<file path="config.mk">
export PLATFORM = sky130hd
export DESIGN_NAME = lhr_readout
export DESIGN_NICKNAME = d
export VERILOG_FILES = /design/src/include/lhr_pkg.sv /design/src/core/lhr_field_conv.sv /design/src/core/lhr_readout.sv
export SDC_FILE = /design/constraint.sdc
export NUM_CORES = 1
export LEC_CHECK = 0
export ABC_AREA = 1
export BUFFER_PORTS_ARGS = -buffer_cell sky130_fd_sc_hd__buf_2
export CAP_MARGIN = 20
export CORE_MARGIN = 2
export CORE_UTILIZATION = 65
export CTS_BUF_LIST = sky130_fd_sc_hd__clkbuf_16
export DETAILED_ROUTE_END_ITERATION = 6
export PLACE_DENSITY = 0.82
export SLEW_MARGIN = 20
export SYNTH_ARGS = -nofsm -noshare
export SYNTH_HDL_FRONTEND = slang
export SYNTH_HIERARCHICAL = 1
export SYNTH_SLANG_ARGS = --single-unit
</file>
<file path="constraint.sdc">
create_clock -name clk -period 99.2 [get_ports clk]
set_clock_uncertainty 0.1 [all_clocks]
set_input_delay 9.92 -clock clk [delete_from_list [all_inputs] [get_ports clk]]
set_output_delay 9.92 -clock clk [all_outputs]
set_load 0.005 [all_outputs]
</file>
<file path="src/include/lhr_pkg.sv">
package lhr_pkg;

    // Bus addresses selected by the address jumper pin.
    localparam logic [6:0] ADDR_PIN_LOW = 7'h56;
    localparam logic [6:0] ADDR_PIN_HIGH = 7'h57;

    // Register indices.
    localparam logic [7:0] REG_FIELD_CODE_LOW = 8'h00;
    localparam logic [7:0] REG_FIELD_CODE_HIGH_STATUS = 8'h01;
    localparam logic [7:0] REG_SENSOR_CONFIG = 8'h02;
    localparam logic [7:0] REG_RANGE_SELECT = 8'h0B;

    // Field positions.
    localparam int CFG_POWER_DOWN_BIT = 0;
    localparam int CFG_POLARITY_BIT = 1;
    localparam int CFG_FAST_MODE_BIT = 3;
    localparam int STS_DONE_BIT = 2;
    localparam int STS_PARITY_BIT = 3;

    // Values after reset.
    localparam logic [7:0] SENSOR_CONFIG_RESET = 8'h00;
    localparam logic [1:0] RANGE_SELECT_RESET = 2'h0;
    localparam logic [7:0] REG_POINTER_RESET = 8'h00;

    // Code arithmetic.
    localparam logic signed [27:0] CODE_GAIN = 28'sd511;
    localparam logic signed [27:0] CODE_OFFSET = 28'sd511;
    localparam logic signed [27:0] CODE_MAX = 28'sd1023;
    localparam logic [9:0] CODE_RESET = 10'h1FF;

    // Full-scale sensitivities in microtesla, indexed by range select.
    localparam logic signed [27:0] SENS_UT_R0 = 28'sd50000;
    localparam logic signed [27:0] SENS_UT_R1 = 28'sd25000;
    localparam logic signed [27:0] SENS_UT_R2 = 28'sd12500;
    localparam logic signed [27:0] SENS_UT_R3 = 28'sd18700;

    // Conversion periods.
    localparam int CLK_FREQ_HZ = 50_000_000;
    localparam int CONV_SLOW_US = 50;
    localparam int CONV_FAST_US = 10;
    localparam int CONV_SLOW_CYCLES = CONV_SLOW_US * (CLK_FREQ_HZ / 1_000_000);
    localparam int CONV_FAST_CYCLES = CONV_FAST_US * (CLK_FREQ_HZ / 1_000_000);
    localparam int CONV_CNT_W = 12;

    typedef enum logic [3:0] {
        LHR_IDLE = 4'b0000,
        LHR_ADDR = 4'b0001,
        LHR_ADDR_ACK = 4'b0010,
        LHR_POINTER = 4'b0011,
        LHR_POINTER_ACK = 4'b0100,
        LHR_WDATA = 4'b0101,
        LHR_WDATA_ACK = 4'b0110,
        LHR_RDATA = 4'b0111,
        LHR_HOST_ACK = 4'b1000
    } lhr_state_t;

endpackage

</file>
<file path="src/core/lhr_field_conv.sv">
`timescale 1ns/100ps
module lhr_field_conv (
    input wire logic clk,
    input wire logic reset,
    input wire logic sample,
    input wire logic signed [17:0] field_ut,
    input wire logic [1:0] range_sel,
    input wire logic polarity,
    output logic [9:0] code
);

    logic signed [27:0] field_ext;
    logic signed [27:0] scaled;
    logic signed [27:0] shifted;
    logic [9:0] next_code;

    always_comb
    begin
        field_ext = 28'(field_ut);
        if (polarity)
        begin
            field_ext = -field_ext;
        end
        scaled = field_ext * lhr_pkg::CODE_GAIN;
        case (range_sel)
            2'h0: scaled = scaled / lhr_pkg::SENS_UT_R0;
            2'h1: scaled = scaled / lhr_pkg::SENS_UT_R1;
            2'h2: scaled = scaled / lhr_pkg::SENS_UT_R2;
            default: scaled = scaled / lhr_pkg::SENS_UT_R3;
        endcase
        shifted = scaled + lhr_pkg::CODE_OFFSET;
        // Saturate instead of wrapping so an oversized field stays at a rail.
        if (shifted < 28'sd0)
        begin
            next_code = 10'h000;
        end
        else if (shifted > lhr_pkg::CODE_MAX)
        begin
            next_code = 10'h3FF;
        end
        else
        begin
            next_code = shifted[9:0];
        end
        if (!sample)
        begin
            next_code = code;
        end
    end

    always_ff @(posedge clk or posedge reset)
    begin
        if (reset)
        begin
            code <= lhr_pkg::CODE_RESET;
        end
        else
        begin
            code <= next_code;
        end
    end

endmodule

</file>
<file path="src/core/lhr_readout.sv">
// Functional notes
// - Answer 56h, or 57h with jumper high.
// - Code is field times 511/sensitivity plus 511.
// - Four ranges chosen by range_select.
// - Ranges 50, 25, 12.5, 18.7 mT.
// - Config bit 1 selects magnet polarity.
// - Config bit 3 selects slow or fast.
// - Config bit 0 powers the sensor down.
// - Registers 00h/01h return code, flag, parity.
// - Defaults: widest range, polarity zero.
// - Zero field gives 511, rails 0/1023.
`timescale 1ns/100ps
module lhr_readout (
    input wire logic clk,
    input wire logic reset,
    input wire logic scl,
    input wire logic sda_in,
    input wire logic addr_jumper,
    input wire logic signed [17:0] field_ut,
    output logic sda_out,
    output logic sda_oe,
    output logic power_down,
    output logic fast_mode
);

    function automatic logic even_parity(input logic [9:0] value);
        even_parity = ^value;
    endfunction

    // Two-flop synchronisers; logic reads the second stage and, for scl and sda, also a third flop for edges.
    logic scl_meta, scl_sync, scl_prev;
    logic sda_meta, sda_sync, sda_prev;
    logic adr_meta, adr_sync;

    always_ff @(posedge clk or posedge reset)
    begin
        if (reset)
        begin
            scl_meta <= 1'b1;
            scl_sync <= 1'b1;
            scl_prev <= 1'b1;
            sda_meta <= 1'b1;
            sda_sync <= 1'b1;
            sda_prev <= 1'b1;
            adr_meta <= 1'b0;
            adr_sync <= 1'b0;
        end
        else
        begin
            scl_meta <= scl;
            scl_sync <= scl_meta;
            scl_prev <= scl_sync;
            sda_meta <= sda_in;
            sda_sync <= sda_meta;
            sda_prev <= sda_sync;
            adr_meta <= addr_jumper;
            adr_sync <= adr_meta;
        end
    end

    logic scl_rise, scl_fall, bus_start, bus_stop;
    logic [6:0] own_addr;

    assign scl_rise = scl_sync && !scl_prev;
    assign scl_fall = !scl_sync && scl_prev;
    assign bus_start = scl_sync && scl_prev && sda_prev && !sda_sync;
    assign bus_stop = scl_sync && scl_prev && !sda_prev && sda_sync;
    assign own_addr = adr_sync ? lhr_pkg::ADDR_PIN_HIGH
                               : lhr_pkg::ADDR_PIN_LOW;

    // Conversion sequencer and register file state.
    logic [7:0] sensor_config, next_sensor_config;
    logic [1:0] range_select, next_range_select;
    logic [lhr_pkg::CONV_CNT_W-1:0] conv_cnt, next_conv_cnt;
    logic conv_sample;
    logic done_flag, next_done_flag;
    logic [9:0] field_code;

    // Bus engine state.
    lhr_pkg::lhr_state_t state, next_state;
    logic [3:0] bit_cnt, next_bit_cnt;
    logic [7:0] shreg, next_shreg;
    logic [7:0] tx_byte, next_tx_byte;
    logic [7:0] reg_ptr, next_reg_ptr;
    logic read_mode, next_read_mode;
    logic host_nack, next_host_nack;
    logic next_sda_oe;
    logic wr_strobe;
    logic rd_status;

    function automatic logic [7:0] read_reg(
        input logic [7:0] index,
        input logic [9:0] value,
        input logic flag,
        input logic [7:0] cfg,
        input logic [1:0] rng
    );
        read_reg = 8'h00;
        if (index == lhr_pkg::REG_FIELD_CODE_LOW)
        begin
            read_reg = value[7:0];
        end
        else if (index == lhr_pkg::REG_FIELD_CODE_HIGH_STATUS)
        begin
            read_reg[1:0] = value[9:8];
            read_reg[lhr_pkg::STS_DONE_BIT] = flag;
            read_reg[lhr_pkg::STS_PARITY_BIT] = even_parity(value);
        end
        else if (index == lhr_pkg::REG_SENSOR_CONFIG)
        begin
            read_reg = cfg;
        end
        else if (index == lhr_pkg::REG_RANGE_SELECT)
        begin
            read_reg = {6'h00, rng};
        end
    endfunction

    always_comb
    begin
        next_state = state;
        next_bit_cnt = bit_cnt;
        next_shreg = shreg;
        next_tx_byte = tx_byte;
        next_reg_ptr = reg_ptr;
        next_read_mode = read_mode;
        next_host_nack = host_nack;
        next_sda_oe = sda_oe;
        wr_strobe = 1'b0;
        rd_status = 1'b0;
        if (bus_start)
        begin
            next_state = lhr_pkg::LHR_ADDR;
            next_bit_cnt = 4'h0;
            next_sda_oe = 1'b0;
        end
        else if (bus_stop)
        begin
            next_state = lhr_pkg::LHR_IDLE;
            next_sda_oe = 1'b0;
        end
        else if (scl_rise)
        begin
            case (state)
                lhr_pkg::LHR_ADDR, lhr_pkg::LHR_POINTER,
                lhr_pkg::LHR_WDATA:
                begin
                    next_shreg = {shreg[6:0], sda_sync};
                    next_bit_cnt = bit_cnt + 4'h1;
                end
                lhr_pkg::LHR_RDATA:
                begin
                    next_bit_cnt = bit_cnt + 4'h1;
                end
                lhr_pkg::LHR_HOST_ACK:
                begin
                    next_host_nack = sda_sync;
                end
                default:
                begin
                end
            endcase
        end
        else if (scl_fall)
        begin
            case (state)
                lhr_pkg::LHR_ADDR:
                begin
                    if (bit_cnt == 4'h8)
                    begin
                        if (shreg[7:1] == own_addr)
                        begin
                            next_read_mode = shreg[0];
                            next_sda_oe = 1'b1;
                            next_state = lhr_pkg::LHR_ADDR_ACK;
                        end
                        else
                        begin
                            next_state = lhr_pkg::LHR_IDLE;
                        end
                    end
                end
                lhr_pkg::LHR_ADDR_ACK:
                begin
                    next_bit_cnt = 4'h0;
                    if (read_mode)
                    begin
                        next_tx_byte = read_reg(reg_ptr, field_code,
                                                done_flag, sensor_config,
                                                range_select);
                        rd_status = (reg_ptr ==
                            lhr_pkg::REG_FIELD_CODE_HIGH_STATUS);
                        next_sda_oe = !next_tx_byte[7];
                        next_state = lhr_pkg::LHR_RDATA;
                    end
                    else
                    begin
                        next_sda_oe = 1'b0;
                        next_state = lhr_pkg::LHR_POINTER;
                    end
                end
                lhr_pkg::LHR_POINTER:
                begin
                    if (bit_cnt == 4'h8)
                    begin
                        next_reg_ptr = shreg;
                        next_sda_oe = 1'b1;
                        next_state = lhr_pkg::LHR_POINTER_ACK;
                    end
                end
                lhr_pkg::LHR_POINTER_ACK, lhr_pkg::LHR_WDATA_ACK:
                begin
                    next_sda_oe = 1'b0;
                    next_bit_cnt = 4'h0;
                    next_state = lhr_pkg::LHR_WDATA;
                end
                lhr_pkg::LHR_WDATA:
                begin
                    if (bit_cnt == 4'h8)
                    begin
                        wr_strobe = 1'b1;
                        next_sda_oe = 1'b1;
                        next_state = lhr_pkg::LHR_WDATA_ACK;
                    end
                end
                lhr_pkg::LHR_RDATA:
                begin
                    if (bit_cnt == 4'h8)
                    begin
                        next_sda_oe = 1'b0;
                        next_state = lhr_pkg::LHR_HOST_ACK;
                    end
                    else
                    begin
                        next_tx_byte = {tx_byte[6:0], 1'b0};
                        next_sda_oe = !tx_byte[6];
                    end
                end
                lhr_pkg::LHR_HOST_ACK:
                begin
                    if (host_nack)
                    begin
                        next_state = lhr_pkg::LHR_IDLE;
                    end
                    else
                    begin
                        // Repeated reads return the same register.
                        next_state = lhr_pkg::LHR_ADDR_ACK;
                    end
                end
                default:
                begin
                end
            endcase
        end
    end

    always_ff @(posedge clk or posedge reset)
    begin
        if (reset)
        begin
            state <= lhr_pkg::LHR_IDLE;
            bit_cnt <= 4'h0;
            shreg <= 8'h00;
            tx_byte <= 8'h00;
            reg_ptr <= lhr_pkg::REG_POINTER_RESET;
            read_mode <= 1'b0;
            host_nack <= 1'b0;
            sda_oe <= 1'b0;
        end
        else
        begin
            state <= next_state;
            bit_cnt <= next_bit_cnt;
            shreg <= next_shreg;
            tx_byte <= next_tx_byte;
            reg_ptr <= next_reg_ptr;
            read_mode <= next_read_mode;
            host_nack <= next_host_nack;
            sda_oe <= next_sda_oe;
        end
    end

    always_comb
    begin
        next_sensor_config = sensor_config;
        next_range_select = range_select;
        if (wr_strobe && reg_ptr == lhr_pkg::REG_SENSOR_CONFIG)
        begin
            next_sensor_config = shreg;
        end
        else if (wr_strobe && reg_ptr == lhr_pkg::REG_RANGE_SELECT)
        begin
            next_range_select = shreg[1:0];
        end
        next_conv_cnt = conv_cnt;
        conv_sample = 1'b0;
        if (sensor_config[lhr_pkg::CFG_POWER_DOWN_BIT])
        begin
            next_conv_cnt = '0;
        end
        else if (conv_cnt == '0)
        begin
            conv_sample = 1'b1;
            if (sensor_config[lhr_pkg::CFG_FAST_MODE_BIT])
            begin
                next_conv_cnt = lhr_pkg::CONV_CNT_W'(
                    lhr_pkg::CONV_FAST_CYCLES - 1);
            end
            else
            begin
                next_conv_cnt = lhr_pkg::CONV_CNT_W'(
                    lhr_pkg::CONV_SLOW_CYCLES - 1);
            end
        end
        else
        begin
            next_conv_cnt = conv_cnt - 1'b1;
        end
        // A fresh result in the same cycle as the status read keeps the flag.
        next_done_flag = done_flag;
        if (conv_sample)
        begin
            next_done_flag = 1'b1;
        end
        else if (rd_status)
        begin
            next_done_flag = 1'b0;
        end
    end

    always_ff @(posedge clk or posedge reset)
    begin
        if (reset)
        begin
            sensor_config <= lhr_pkg::SENSOR_CONFIG_RESET;
            range_select <= lhr_pkg::RANGE_SELECT_RESET;
            conv_cnt <= '0;
            done_flag <= 1'b0;
            power_down <= 1'b0;
            fast_mode <= 1'b0;
            sda_out <= 1'b0;
        end
        else
        begin
            sensor_config <= next_sensor_config;
            range_select <= next_range_select;
            conv_cnt <= next_conv_cnt;
            done_flag <= next_done_flag;
            power_down <= next_sensor_config[lhr_pkg::CFG_POWER_DOWN_BIT];
            fast_mode <= next_sensor_config[lhr_pkg::CFG_FAST_MODE_BIT];
            sda_out <= 1'b0;
        end
    end

    // The result only moves on a sample, so a read never sees a torn code.
    lhr_field_conv u_conv (
        .clk(clk),
        .reset(reset),
        .sample(conv_sample),
        .field_ut(field_ut),
        .range_sel(range_select),
        .polarity(sensor_config[lhr_pkg::CFG_POLARITY_BIT]),
        .code(field_code)
    );

endmodule

</file>
After elaboration in Yosys (flattened, before gate mapping)
Index checks and enable logic that the tools add are counted.

storage, ports and cells
  flip-flop bits (word level) = 77
  word-level logic and storage cells = 172
  output and inout port bits = 4
  input port bits = 23

operators by class
  reductions and logical operators = 40
  magnitude comparators = 2
  equal/unequal tests = 26
  $mul = 1
  add/subtract/negate cells = 4
  divide/modulo/power cells = 4
  bitwise gates (word level) = 4
  mux-type cells = 67

operators with widths
  cell                                                                     number
  28-bit one-hot mux with 3 select lines                                   1
  4-bit 2-to-1 mux                                                         17
  8-bit 2-to-1 mux                                                         8
  28-bit by 16-bit divider with 28-bit output (second input constant)      2
  12-bit 2-to-1 mux                                                        3
  28-bit by 10-bit adder with 28-bit output (second input constant)        1
  28-bit by 15-bit divider with 28-bit output (second input constant)      1
  28-bit by 17-bit divider with 28-bit output (second input constant)      1
  28-bit by 11-bit > comparator with 1-bit output (second input constant)  1
  28-bit by 1-bit < comparator with 1-bit output (second input constant)   1
  28-bit by 10-bit multiplier with 28-bit output (second input constant)   1
  28-bit 2-to-1 mux                                                        1
  18-bit negator with 28-bit output                                        1
  4-bit one-hot mux with 7 select lines                                    1
  1-bit 2-to-1 mux                                                         26
  7-bit AND reduction                                                      3
  10-bit 2-to-1 mux                                                        2
  4-bit != test (second input constant)                                    5
  4-bit by 3-bit == test with 1-bit output (second input constant)         4
  7-bit 2-to-1 mux                                                         2
  7-bit one-hot mux with 2 select lines                                    1
  12-bit logical NOT                                                       1
  4-bit AND reduction                                                      3
  6-bit AND reduction                                                      2
  32 further kinds                                                         59

Longest topological paths before layout
Gate-level depths: netlist of the first run.

  depth in word-level cells = 18
  mapped depth = 483
  mapped depth without buffers = 451

Cells and area by module
The synthesis of the first run kept the hierarchy.

modules (own cells, without submodules)
  module          cells each  sequential area each (µm²)  times used  area an instance (µm²)
  lhr_field_conv  4142        261.5                       1           25946.1
  lhr_readout     448         1634.1                      1           3463.3

Worst setup path before layout of the first run
OpenSTA, ideal clock, no wires.

  path kind = in2reg
  start = input field_ut[0]
  end = register u_conv.code[9]
  arrival time = 68.666 ns
  setup slack = 30.317 ns
  stages = 465
  path through = inv_1 > ha_1 > inv_1 > nor3_1 > inv_1 > nor3_1 > inv_1 > nor3_1 > nand4_1 > nor2_1 > nand3_1 > nand2_1 > xor2_1 > inv_1 > fa_1 > inv_1 > fa_1 > inv_1 > [429 not listed] > nor3_1 > inv_1 > nor4_1 > nand4_1 > o21ai_0 > xor2_1 > inv_1 > nand3_1 > nor2_1 > nand2_1 > o21ai_1 > nand2_2 > nor2_2 > nand2_4 > o21ai_4 > nand2_1 > nand2_1 > nand2_1

on the way
  cells in the longest elaborated chain, start to end = 9
  elaborated cells between the ends (all ways) = 13

RTL lines
  item                                                                 line                  text
  from (decl)                                                          lhr_readout.sv:19     input wire logic signed [17:0] field_ut,
  18-bit negator with 28-bit output                                    lhr_field_conv.sv:22  field_ext = -field_ext;
  28-bit 2-to-1 mux (*)                                                lhr_field_conv.sv:20  if (polarity)
  28-bit by 10-bit multiplier with 28-bit output (*)                   lhr_field_conv.sv:24  scaled = field_ext * lhr_pkg::CODE_GAIN;
  28-bit by 16-bit divider with 28-bit output (tied with other cells)  lhr_field_conv.sv:29  default: scaled = scaled / lhr_pkg::SENS_UT_R3;
  28-bit one-hot mux with 3 select lines (*)                           lhr_field_conv.sv:25  case (range_sel)
  28-bit by 10-bit adder with 28-bit output (*)                        lhr_field_conv.sv:31  shifted = scaled + lhr_pkg::CODE_OFFSET;
  28-bit by 11-bit > comparator with 1-bit output                      lhr_field_conv.sv:37  else if (shifted > lhr_pkg::CODE_MAX)
  10-bit 2-to-1 mux                                                    lhr_field_conv.sv:37
  10-bit 2-to-1 mux (*)                                                lhr_field_conv.sv:33  if (shifted < 28'sd0)
  to (signal assigned)                                                 lhr_field_conv.sv:55  code <= lhr_pkg::CODE_RESET;
  to (signal assigned)                                                 lhr_field_conv.sv:59  code <= next_code;
  to (decl)                                                            lhr_field_conv.sv:9   output logic [9:0] code

Every way passes the cells marked *; elsewhere a longest branch is shown, timed or not.
A chain may end at the register's enable or synchronous reset.

Worst setup path after layout of the first run
Same ends and word-level chain as after synthesis.

==> flow_summary.yaml, run 1 <==
global_route:
  grt_pass1_wl_mm: 130
  grt_usage: 0.330
  grt_pass1_vias: 27500
  antenna_found_initial: 0
  grt.overflow.total: 0
  grt_max_degree: 66
routing:
  drtAntennaViolNets: 0
  wl_per_cell_um: 15.0
  vias_per_cell: 5.59
  vias: 28900
  drc: 0
  routed_wl_mm: 77.4
  drt_iter0_drc: 1733
  dr.pass1.iters: 5
placed_design:
  hpwl_mm: 64.1
  io_buffers: 25
  place_congestion: 1.00
worst_setup_path:
  slowest_stage: "fa_1"
  crit_path_max_fanout: 64
  r2r_end: "u_conv/code[9]"
  crit_top_cell: "nand2_1"
  rrSetupSlack_ns: 31.98
  path_buf_inv: 64
  cp.required_ns: 99.32
  worstPathArrival_ns: 77.39
  path_delay_family: "simple AND/OR/NAND/NOR gates"
  cp-start-kind: "input port"
  r2r_start: "sensor_config[1]"
  max_stage_delay_ns: 0.63
  crit_path_end_kind: "flip-flop"
  r2r_cells: 420
  critPathKind: "in -> reg"
cts:
  cts_tree: "built"
  cts_buffer_depth: 2
  h-tree-depth: 3
  insertion_delay_ns: 0.34
  hold_buffers: 0
  clock_sinks: 75
  clockRootBuffer: "clkbuf_16"
  post_cts_resized: 0
  cts_setup_buffers: 0
  numCtsBuffers: 9
  clk_pin_slew_ns: 0.06
synthesis:
  synth.top_cell.area_share: 0.148
  syn_nets: 5057
  ys_seq_area_frac: 0.0645
  ys_ff_latch: 75
  synth_top_area_cell: "nand2_1"
  synth.area.top_cells: "nand2_1 15%, ha_1 14%, inv_1 9.0%"
  yosysWarnings: 6
  synth.avg_cell_area_um2: 6.41
  syn_inst: 4590
  synth_flop_cell: "dfrtp_1"
  synth-edff-count: 0
  syn_area_um2: 29400
  yosysUniqueCellTypes: 72
  ys_async_sr_fraction: 1.00
die:
  rows: 77
  dieArea_um2: 47000
  die-height_um: 217
  die_w_um: 217
  io_pins: 27
  coreArea_um2: 44400
  start_util: 0.662
sta:
  setup_violations: 0
  slew_headroom: 0.440
  hold_violations: 0
  fin_crit_sh: 0.779
  fin_setup_tns_ns: 0
  min_period_ns: 77.26
  max_freq_ghz: 0.0129
  worstMarginPinSlew_ns: 0.838
  finalMaxSlewViolations: 0
  rsz0062_at_grt: "no"
worst_hold_path:
  min_path_cells: 0
  hold_start: "scl_meta"
  worstHoldEndpoint: "scl_sync"
  min_path_type: "reg -> reg"
final_layout:
  nets: 5045
  fillCellCount: 4105
  synthToLayoutAreaGrowth_pct: 2.25
  drive_gt1_frac: 0.133
  antenna_cells: 0
flow_run:
  drv_cap: 0
run_status:
  status: "finished clean"
-- worst max path at each step --
stage                     start             end  slack, ns  cells after the start
finish              field_ut[0]  u_conv/code[9]      21.94                    429
global route        field_ut[0]  u_conv/code[9]      14.25                    432
CTS                 field_ut[0]  u_conv/code[9]      22.69                    427
detailed placement  field_ut[0]  u_conv/code[9]      22.52                    426
global placement    field_ut[0]  u_conv/code[9]      24.92                    425
floorplan           field_ut[0]  u_conv/code[9]      30.32                    465
-- metrics by stage --
stage          utilization  hold WS, ns  instances  worst slack [ns]  cell area, um2
6_report             0.677        0.256       5175             21.94           30100
5_1_grt              0.677        0.262       5175             14.25           30100
4_1_cts              0.677        0.256       5175             22.69           30100
3_5_place_dp         0.670        0.248       5159             22.52           29700
3_3_place_gp         0.670        0.247       5159             24.92           29700
2_1_floorplan            -        0.231       4590             30.32           29400
-- flip-flops by register name (all words and copies together) (netlist names), 2 cells and up --
name / flops
conv_cnt: 12
u_conv/code: 10
reg_ptr: 8
shreg: 8
sensor_config: 8
tx_byte: 7
bit_cnt: 4
range_select: 2
state: 4
-- Yosys cell counts, types with 6 or more instances --
cell type and n:
buf_4 6, nand3_2 64, clkbuf_8 15, o21ai_2 13, nand3b_1 16, inv_1 709
nand4_1 110, fa_1 115, o21ai_0 238, nand2_4 53, dfstp_2 15, nor3_1 61
o31ai_1 9, nor2_4 30, inv_2 55, o21bai_1 23, nor4_1 10, buf_6 23
nor2_2 56, a31oi_1 7, or2_2 28, o21ai_1 50, xnor2_1 99, nand3_4 13
a211oi_1 10, nor3_2 7, a21oi_1 191, o211ai_1 10, dfrtp_1 60, nand2_1 1158
ha_1 329, xor2_1 168, nor2_1 263, nand2_2 182, a21o_1 21, clkinv_1 9
clkbuf_1 8, nand3_1 273
-- metal layers --
layer / routed length, um / vias up / share of wire / GRT usage
met5: 0 / - / 0 / 0
met4: 2810 / 0 / 0.036 / 0.104
met3: 3940 / 178 / 0.051 / 0.0218
met2: 36500 / 820 / 0.47 / 0.586
met1: 34100 / 13200 / 0.44 / 0.427
li1: - / 14700 / - / -
-- worst reg2reg max path: cells and delay by family (launching register included) --
| kind | cells | cell delay (ns) |
|---|---|---|
| AO/OA/AOI/OAI | 127 | 22.99 |
| XOR/XNOR | 1 | 0.19 |
| adder cells (fa/ha/maj) | 33 | 11.23 |
| AND/OR/NAND/NOR | 198 | 24.01 |
| buffers and inverters | 61 | 8.34 |
| flip-flops | 1 | 0.32 |
-- area by class of cell --
| type | instances | area [um2] | share of cell area |
|---|---|---|---|
| inverters | 788 | 3050 | 0.101 |
| repair buffers | 37 | 215 | 0.00716 |
| well taps | 592 | 741 | 0.0246 |
| clock inverters | 7 | 109 | 0.00362 |
| clock buffers | 9 | 225 | 0.00749 |
| multi-input cells | 3667 | 23800 | 0.793 |
| flip-flops and latches | 75 | 1900 | 0.0630 |
-- cell usage in the layout (no fill, tap or decap), types with 25 or more instances in the layout --
cell	synthesis	routed
fa_1	115	115
a21oi_1	191	191
o21ai_1	50	50
nor2_1	263	260
inv_2	55	57
o21ai_0	238	238
nor2_2	56	58
nand2_4	53	53
nor2_4	30	31
nand2_1	1158	1158
or2_2	28	28
nor3_1	61	61
xnor2_1	99	99
buf_2	2	25
xor2_1	168	168
nand3_1	273	273
ha_1	329	328
inv_1	709	709
nand4_1	110	110
nand3_2	64	64
nand2_2	182	182
dfrtp_1	60	60
-- cell families (layout without fill, tap and decap cells) --
logic type / after synthesis / count (layout) / share of synthesized area
buffers and inverters: 848 / 841 / 0.126
XOR/XNOR: 269 / 269 / 0.0806
AND/OR/NAND/NOR: 2347 / 2347 / 0.395
flip-flops: 75 / 75 / 0.0645
adder cells (fa/ha/maj): 444 / 444 / 0.218
other: 1 / 1 / 0.000128
AO/OA/AOI/OAI: 606 / 606 / 0.116
Power of run 1 is not shown: default switching activity piles up to over one toggle a cycle in this logic, so the estimate is an artifact.
==> run 2, diff against run 1 <==
- ABC_AREA: 1 -> 0
- CORE_UTILIZATION: 65 -> 61
- PLACE_DENSITY: 0.82 -> 0.8
- clock period: 99.2 -> 66.3 ns (I/O delays scaled with it)
==> run 2 against run 1 <==
The run now fails in 5_1_grt; synthesized cell count decreased by 20%; synthesized area decreased by 3.8%.
==> flow_summary.yaml, run 2 <==
run_status:
  status: "did not finish"
  stop_stage: "5_1_grt"
  error_line: "[ERROR GRT-0116] Global routing finished with congestion. Check the congestion regions in the DRC Viewer."
synthesis:
  ys_ff_latch: 75
  synth_most_common_cell: "ha_1"
  synth.top_cell.area_share: 0.146
  ys_async_sr_fraction: 1.00
  yosysWarnings: 6
  syn_area_um2: 28300
  synth.area.top_cells: "ha_1 15%, fa_1 8.1%, dfrtp_1 5.3%"
  syn_nets: 4138
  ys_seq_area_frac: 0.0670
  netlist_top_cells_count: "329 x ha_1, 308 x nor2_1, 291 x nand2_1, 284 x inv_1, 190 x a21oi_1"
  synth-edff-count: 0
  yosysUniqueCellTypes: 142
  synth.avg_cell_area_um2: 7.70
  syn_inst: 3671
  synth_flop_cell: "dfrtp_1"
  synth_top_area_cell: "ha_1"
global_route:
  grt.overflow.total: 2951
  grt_max_degree: 56
  grt_pass1_wl_mm: 376
  grt_pass1_vias: 57700
  grt_usage: 1.00
die:
  die_w_um: 219
  io_pins: 27
  rows: 78
  die-height_um: 219
  start_util: 0.620
placed_design:
  io_buffers: 25
  postPlaceCellArea_um2: 39400
  placed_cells: 5538
  place_congestion: 1.08
  hpwl_mm: 99.7
cts:
  clock_sinks: 75
  hold_buffers: 0
  cts_buffer_depth: 2
  numCtsBuffers: 9
  h-tree-depth: 3
  clockRootBuffer: "clkbuf_16"
[run 2: cell families after synthesis]
logic type,after synthesis,synth area share
fa+ha+maj,445,0.227
other cells,1,0.000133
buf+inv,398,0.0631
flops,75,0.0670
xor+xnor,264,0.0833
simple gates,1280,0.230
compound gates,1065,0.273
mux,143,0.0562
[run 2: what timing repair did]
item	4_1_cts
pin swaps	174
buffers inserted	374
endpoints found under the setup margin	10
gates resized for setup	208
gates cloned	2
[run 2: stage by stage]
stage | hold WS, ns | setup WS (ns)
after global placement | 0.246 | -6.00
after CTS | 0.256 | -7.71
after detailed placement | 0.248 | -11.50
after floorplan | 0.231 | -10.89
[run 2: metal layers]
metal | GRT overflow | track usage
met5 | 14 | 0.722
met4 | 679 | 1.09
met3 | 86 | 0.861
met2 | 2090 | 1.21
met1 | 82 | 0.912
==> run 3, diff against run 2 <==
- CORE_UTILIZATION: 61 -> 40
- CTS_BUF_LIST: sky130_fd_sc_hd__clkbuf_16 -> default
- PLACE_DENSITY: 0.8 -> default
- PLACE_DENSITY_LB_ADDON: default -> 0.15
- clock period: 66.3 -> 86.2 ns (I/O delays scaled with it)
==> run 3 against run 2 <==
The run now ends clean; synthesized area unchanged; synthesized cell count did not move.
==> flow_summary.yaml, run 3 <==
run_status:
  status: "finished clean"
sta:
  setup_violations: 0
  slew_headroom: 0.154
  setup_ws_ns: 4.66
  finalMaxSlewViolations: 0
  holdWs_ns: 0.256
  fin_crit_sh: 0.946
  max_freq_ghz: 0.0123
  hold_violations: 0
  worstMarginPinSlew_ns: 1.26
  min_period_ns: 81.54
placed_design:
  io_buffers: 25
  place_congestion: 0.978
  hpwl_mm: 73.2
  postPlaceCellArea_um2: 30000
  dp_slack_ns: -2.96
worst_setup_path:
  cp.required_ns: 86.32
  max_stage_delay_ns: 0.55
  crit_path_end_kind: "flip-flop"
  critPathLaunch: "field_ut[0]"
  critPathKind: "in -> reg"
  r2r_cells: 386
  r2r_end: "u_conv/code[9]"
  rrSetupSlack_ns: 13.01
  cp-start-kind: "input port"
  slowest_stage: "fa_1"
  crit_top_cell: "o21a_1"
  crit_path_max_fanout: 26
  r2r_start: "sensor_config[1]"
  worstPathArrival_ns: 81.67
cts:
  cts_buffer_depth: 2
  clock_sinks: 75
  cts_tree: "built"
  clk_pin_slew_ns: 0.06
  clockRootBuffer: "clkbuf_16"
  h-tree-depth: 3
  insertion_delay_ns: 0.35
  numCtsBuffers: 9
flow_run:
  drv_cap: 0
synthesis:
  synth_flop_cell: "dfrtp_1"
  yosysWarnings: 6
  syn_area_um2: 28300
  syn_nets: 4138
  ys_async_sr_fraction: 1.00
  synth.area.top_cells: "ha_1 15%, fa_1 8.1%, dfrtp_1 5.3%"
  synth-edff-count: 0
  synth.top_cell.area_share: 0.146
  synth_most_common_cell: "ha_1"
  ys_ff_latch: 75
  ys_seq_area_frac: 0.0670
  yosysUniqueCellTypes: 142
  synth.avg_cell_area_um2: 7.70
  syn_inst: 3671
  netlist_top_cells_count: "329 x ha_1, 308 x nor2_1, 291 x nand2_1, 284 x inv_1, 190 x a21oi_1"
  synth_top_area_cell: "ha_1"
final_layout:
  most-common-layout-cells: "320 x ha_1, 289 x nand2_1, 286 x nor2_1, 277 x inv_1, 199 x buf_4"
  final_core_util: 0.454
  antenna_cells: 0
  final_common_cell: "ha_1"
  largest_register_ffs: 12
  nets: 4269
  largestRegisters: "conv_cnt x12, u_conv/code x10"
  synthToLayoutAreaGrowth_pct: 12.4
  drive_gt1_frac: 0.167
  fillCellCount: 7166
  stdcell_area_um2: 31800
  regMostFlops: "conv_cnt"
routing:
  wl_met2_mm: 40.4
  wl_met1_mm: 44.6
  vias_per_cell: 5.90
  vias: 28000
  drt_iter0_drc: 1835
  top_layer: "met4"
  routed-wl-met3_mm: 4.43
  routed_wl_mm: 91.5
  wl_per_cell_um: 19.3
  drc: 0
  drtAntennaViolNets: 0
  dr.pass1.iters: 5
global_route:
  antenna_found_initial: 0
  grt_pass1_wl_mm: 144
  grt_usage: 0.240
  grt_max_degree: 66
  grt_pass1_vias: 26200
  grt.overflow.total: 0
worst_hold_path:
  min_path_type: "reg -> reg"
  hold_start: "scl_meta"
  min_path_cells: 0
  worstHoldEndpoint: "scl_sync"
die:
  start_util: 0.404
  die_w_um: 270
  dieArea_um2: 72800
  die-height_um: 270
  coreArea_um2: 70000
  rows: 97
  io_pins: 27
-- run 3: cell counts after synthesis --
No cell type changed its count.
-- run 3: worst max-delay path by stage --
stage	endpoint	cells after the start
final	u_conv/code[9]	390
after global routing	u_conv/code[9]	396
after CTS	u_conv/code[9]	389
after detailed placement	u_conv/code[9]	386
after global placement	u_conv/code[9]	391
after floorplan	u_conv/code[9]	424
-- run 3: what timing repair did --
action / 4_1_cts / 5_1_grt
resized for setup: 25 / 180
gates cloned: 0 / 2
buffers inserted: 2 / 61
pin swaps: 2 / 43
hold buffers: 0 / 0
endpoints found under the setup margin: 10 / 10
endpoints found under the hold margin: 0 / 0
-- run 3: per-stage QoR --
step	setup TNS [ns]	instances
after floorplan	0	3671
after global placement	-13.75	4666
after detailed placement	-29.30	4666
after CTS	0	4684
after global routing	-4.51	4747
final	0	4747
-- run 3: area by class of cell --
type	count	area [um2]	area share
clock buffers	9	225	0.00709
well taps	940	1180	0.0370
flip-flops and latches	75	1900	0.0596
repair inverters	1	8.76	0.000276
multi-input cells	3199	25600	0.805
repair buffers	231	1710	0.0539
inverters	285	1080	0.0341
clock inverters	7	98.8	0.00311
-- run 3: cell families (layout without fill, tap and decap cells) --
family / Yosys count / after routing / synth area share
simple gates: 1280 / 1281 / 0.230
compound gates: 1065 / 1065 / 0.273
fa+ha+maj: 445 / 445 / 0.227
buf+inv: 398 / 533 / 0.0631
xor+xnor: 264 / 264 / 0.0833
mux: 143 / 143 / 0.0562
flops: 75 / 75 / 0.0670
other cells: 1 / 1 / 0.000133
-- run 3: critical path: cells and delay by family --
family,cells,cell delay [ns]
AOI/OAI and AO/OA,203,36.92
buffers and inverters,32,3.65
xor gates and xnor gates,2,0.44
adders and majority gates,34,10.95
muxes,8,2.35
and+or+nand+nor,111,18.62
-- run 3: metal layers --
| layer | GRT usage | up-vias |
|---|---|---|
| met5 | 0 | - |
| met2 | 0.386 | 720 |
| li1 | - | 13800 |
| met4 | 0.0528 | 0 |
| met3 | 0.0178 | 131 |
| met1 | 0.350 | 13300 |
Power of run 3 is left out for the same reason.
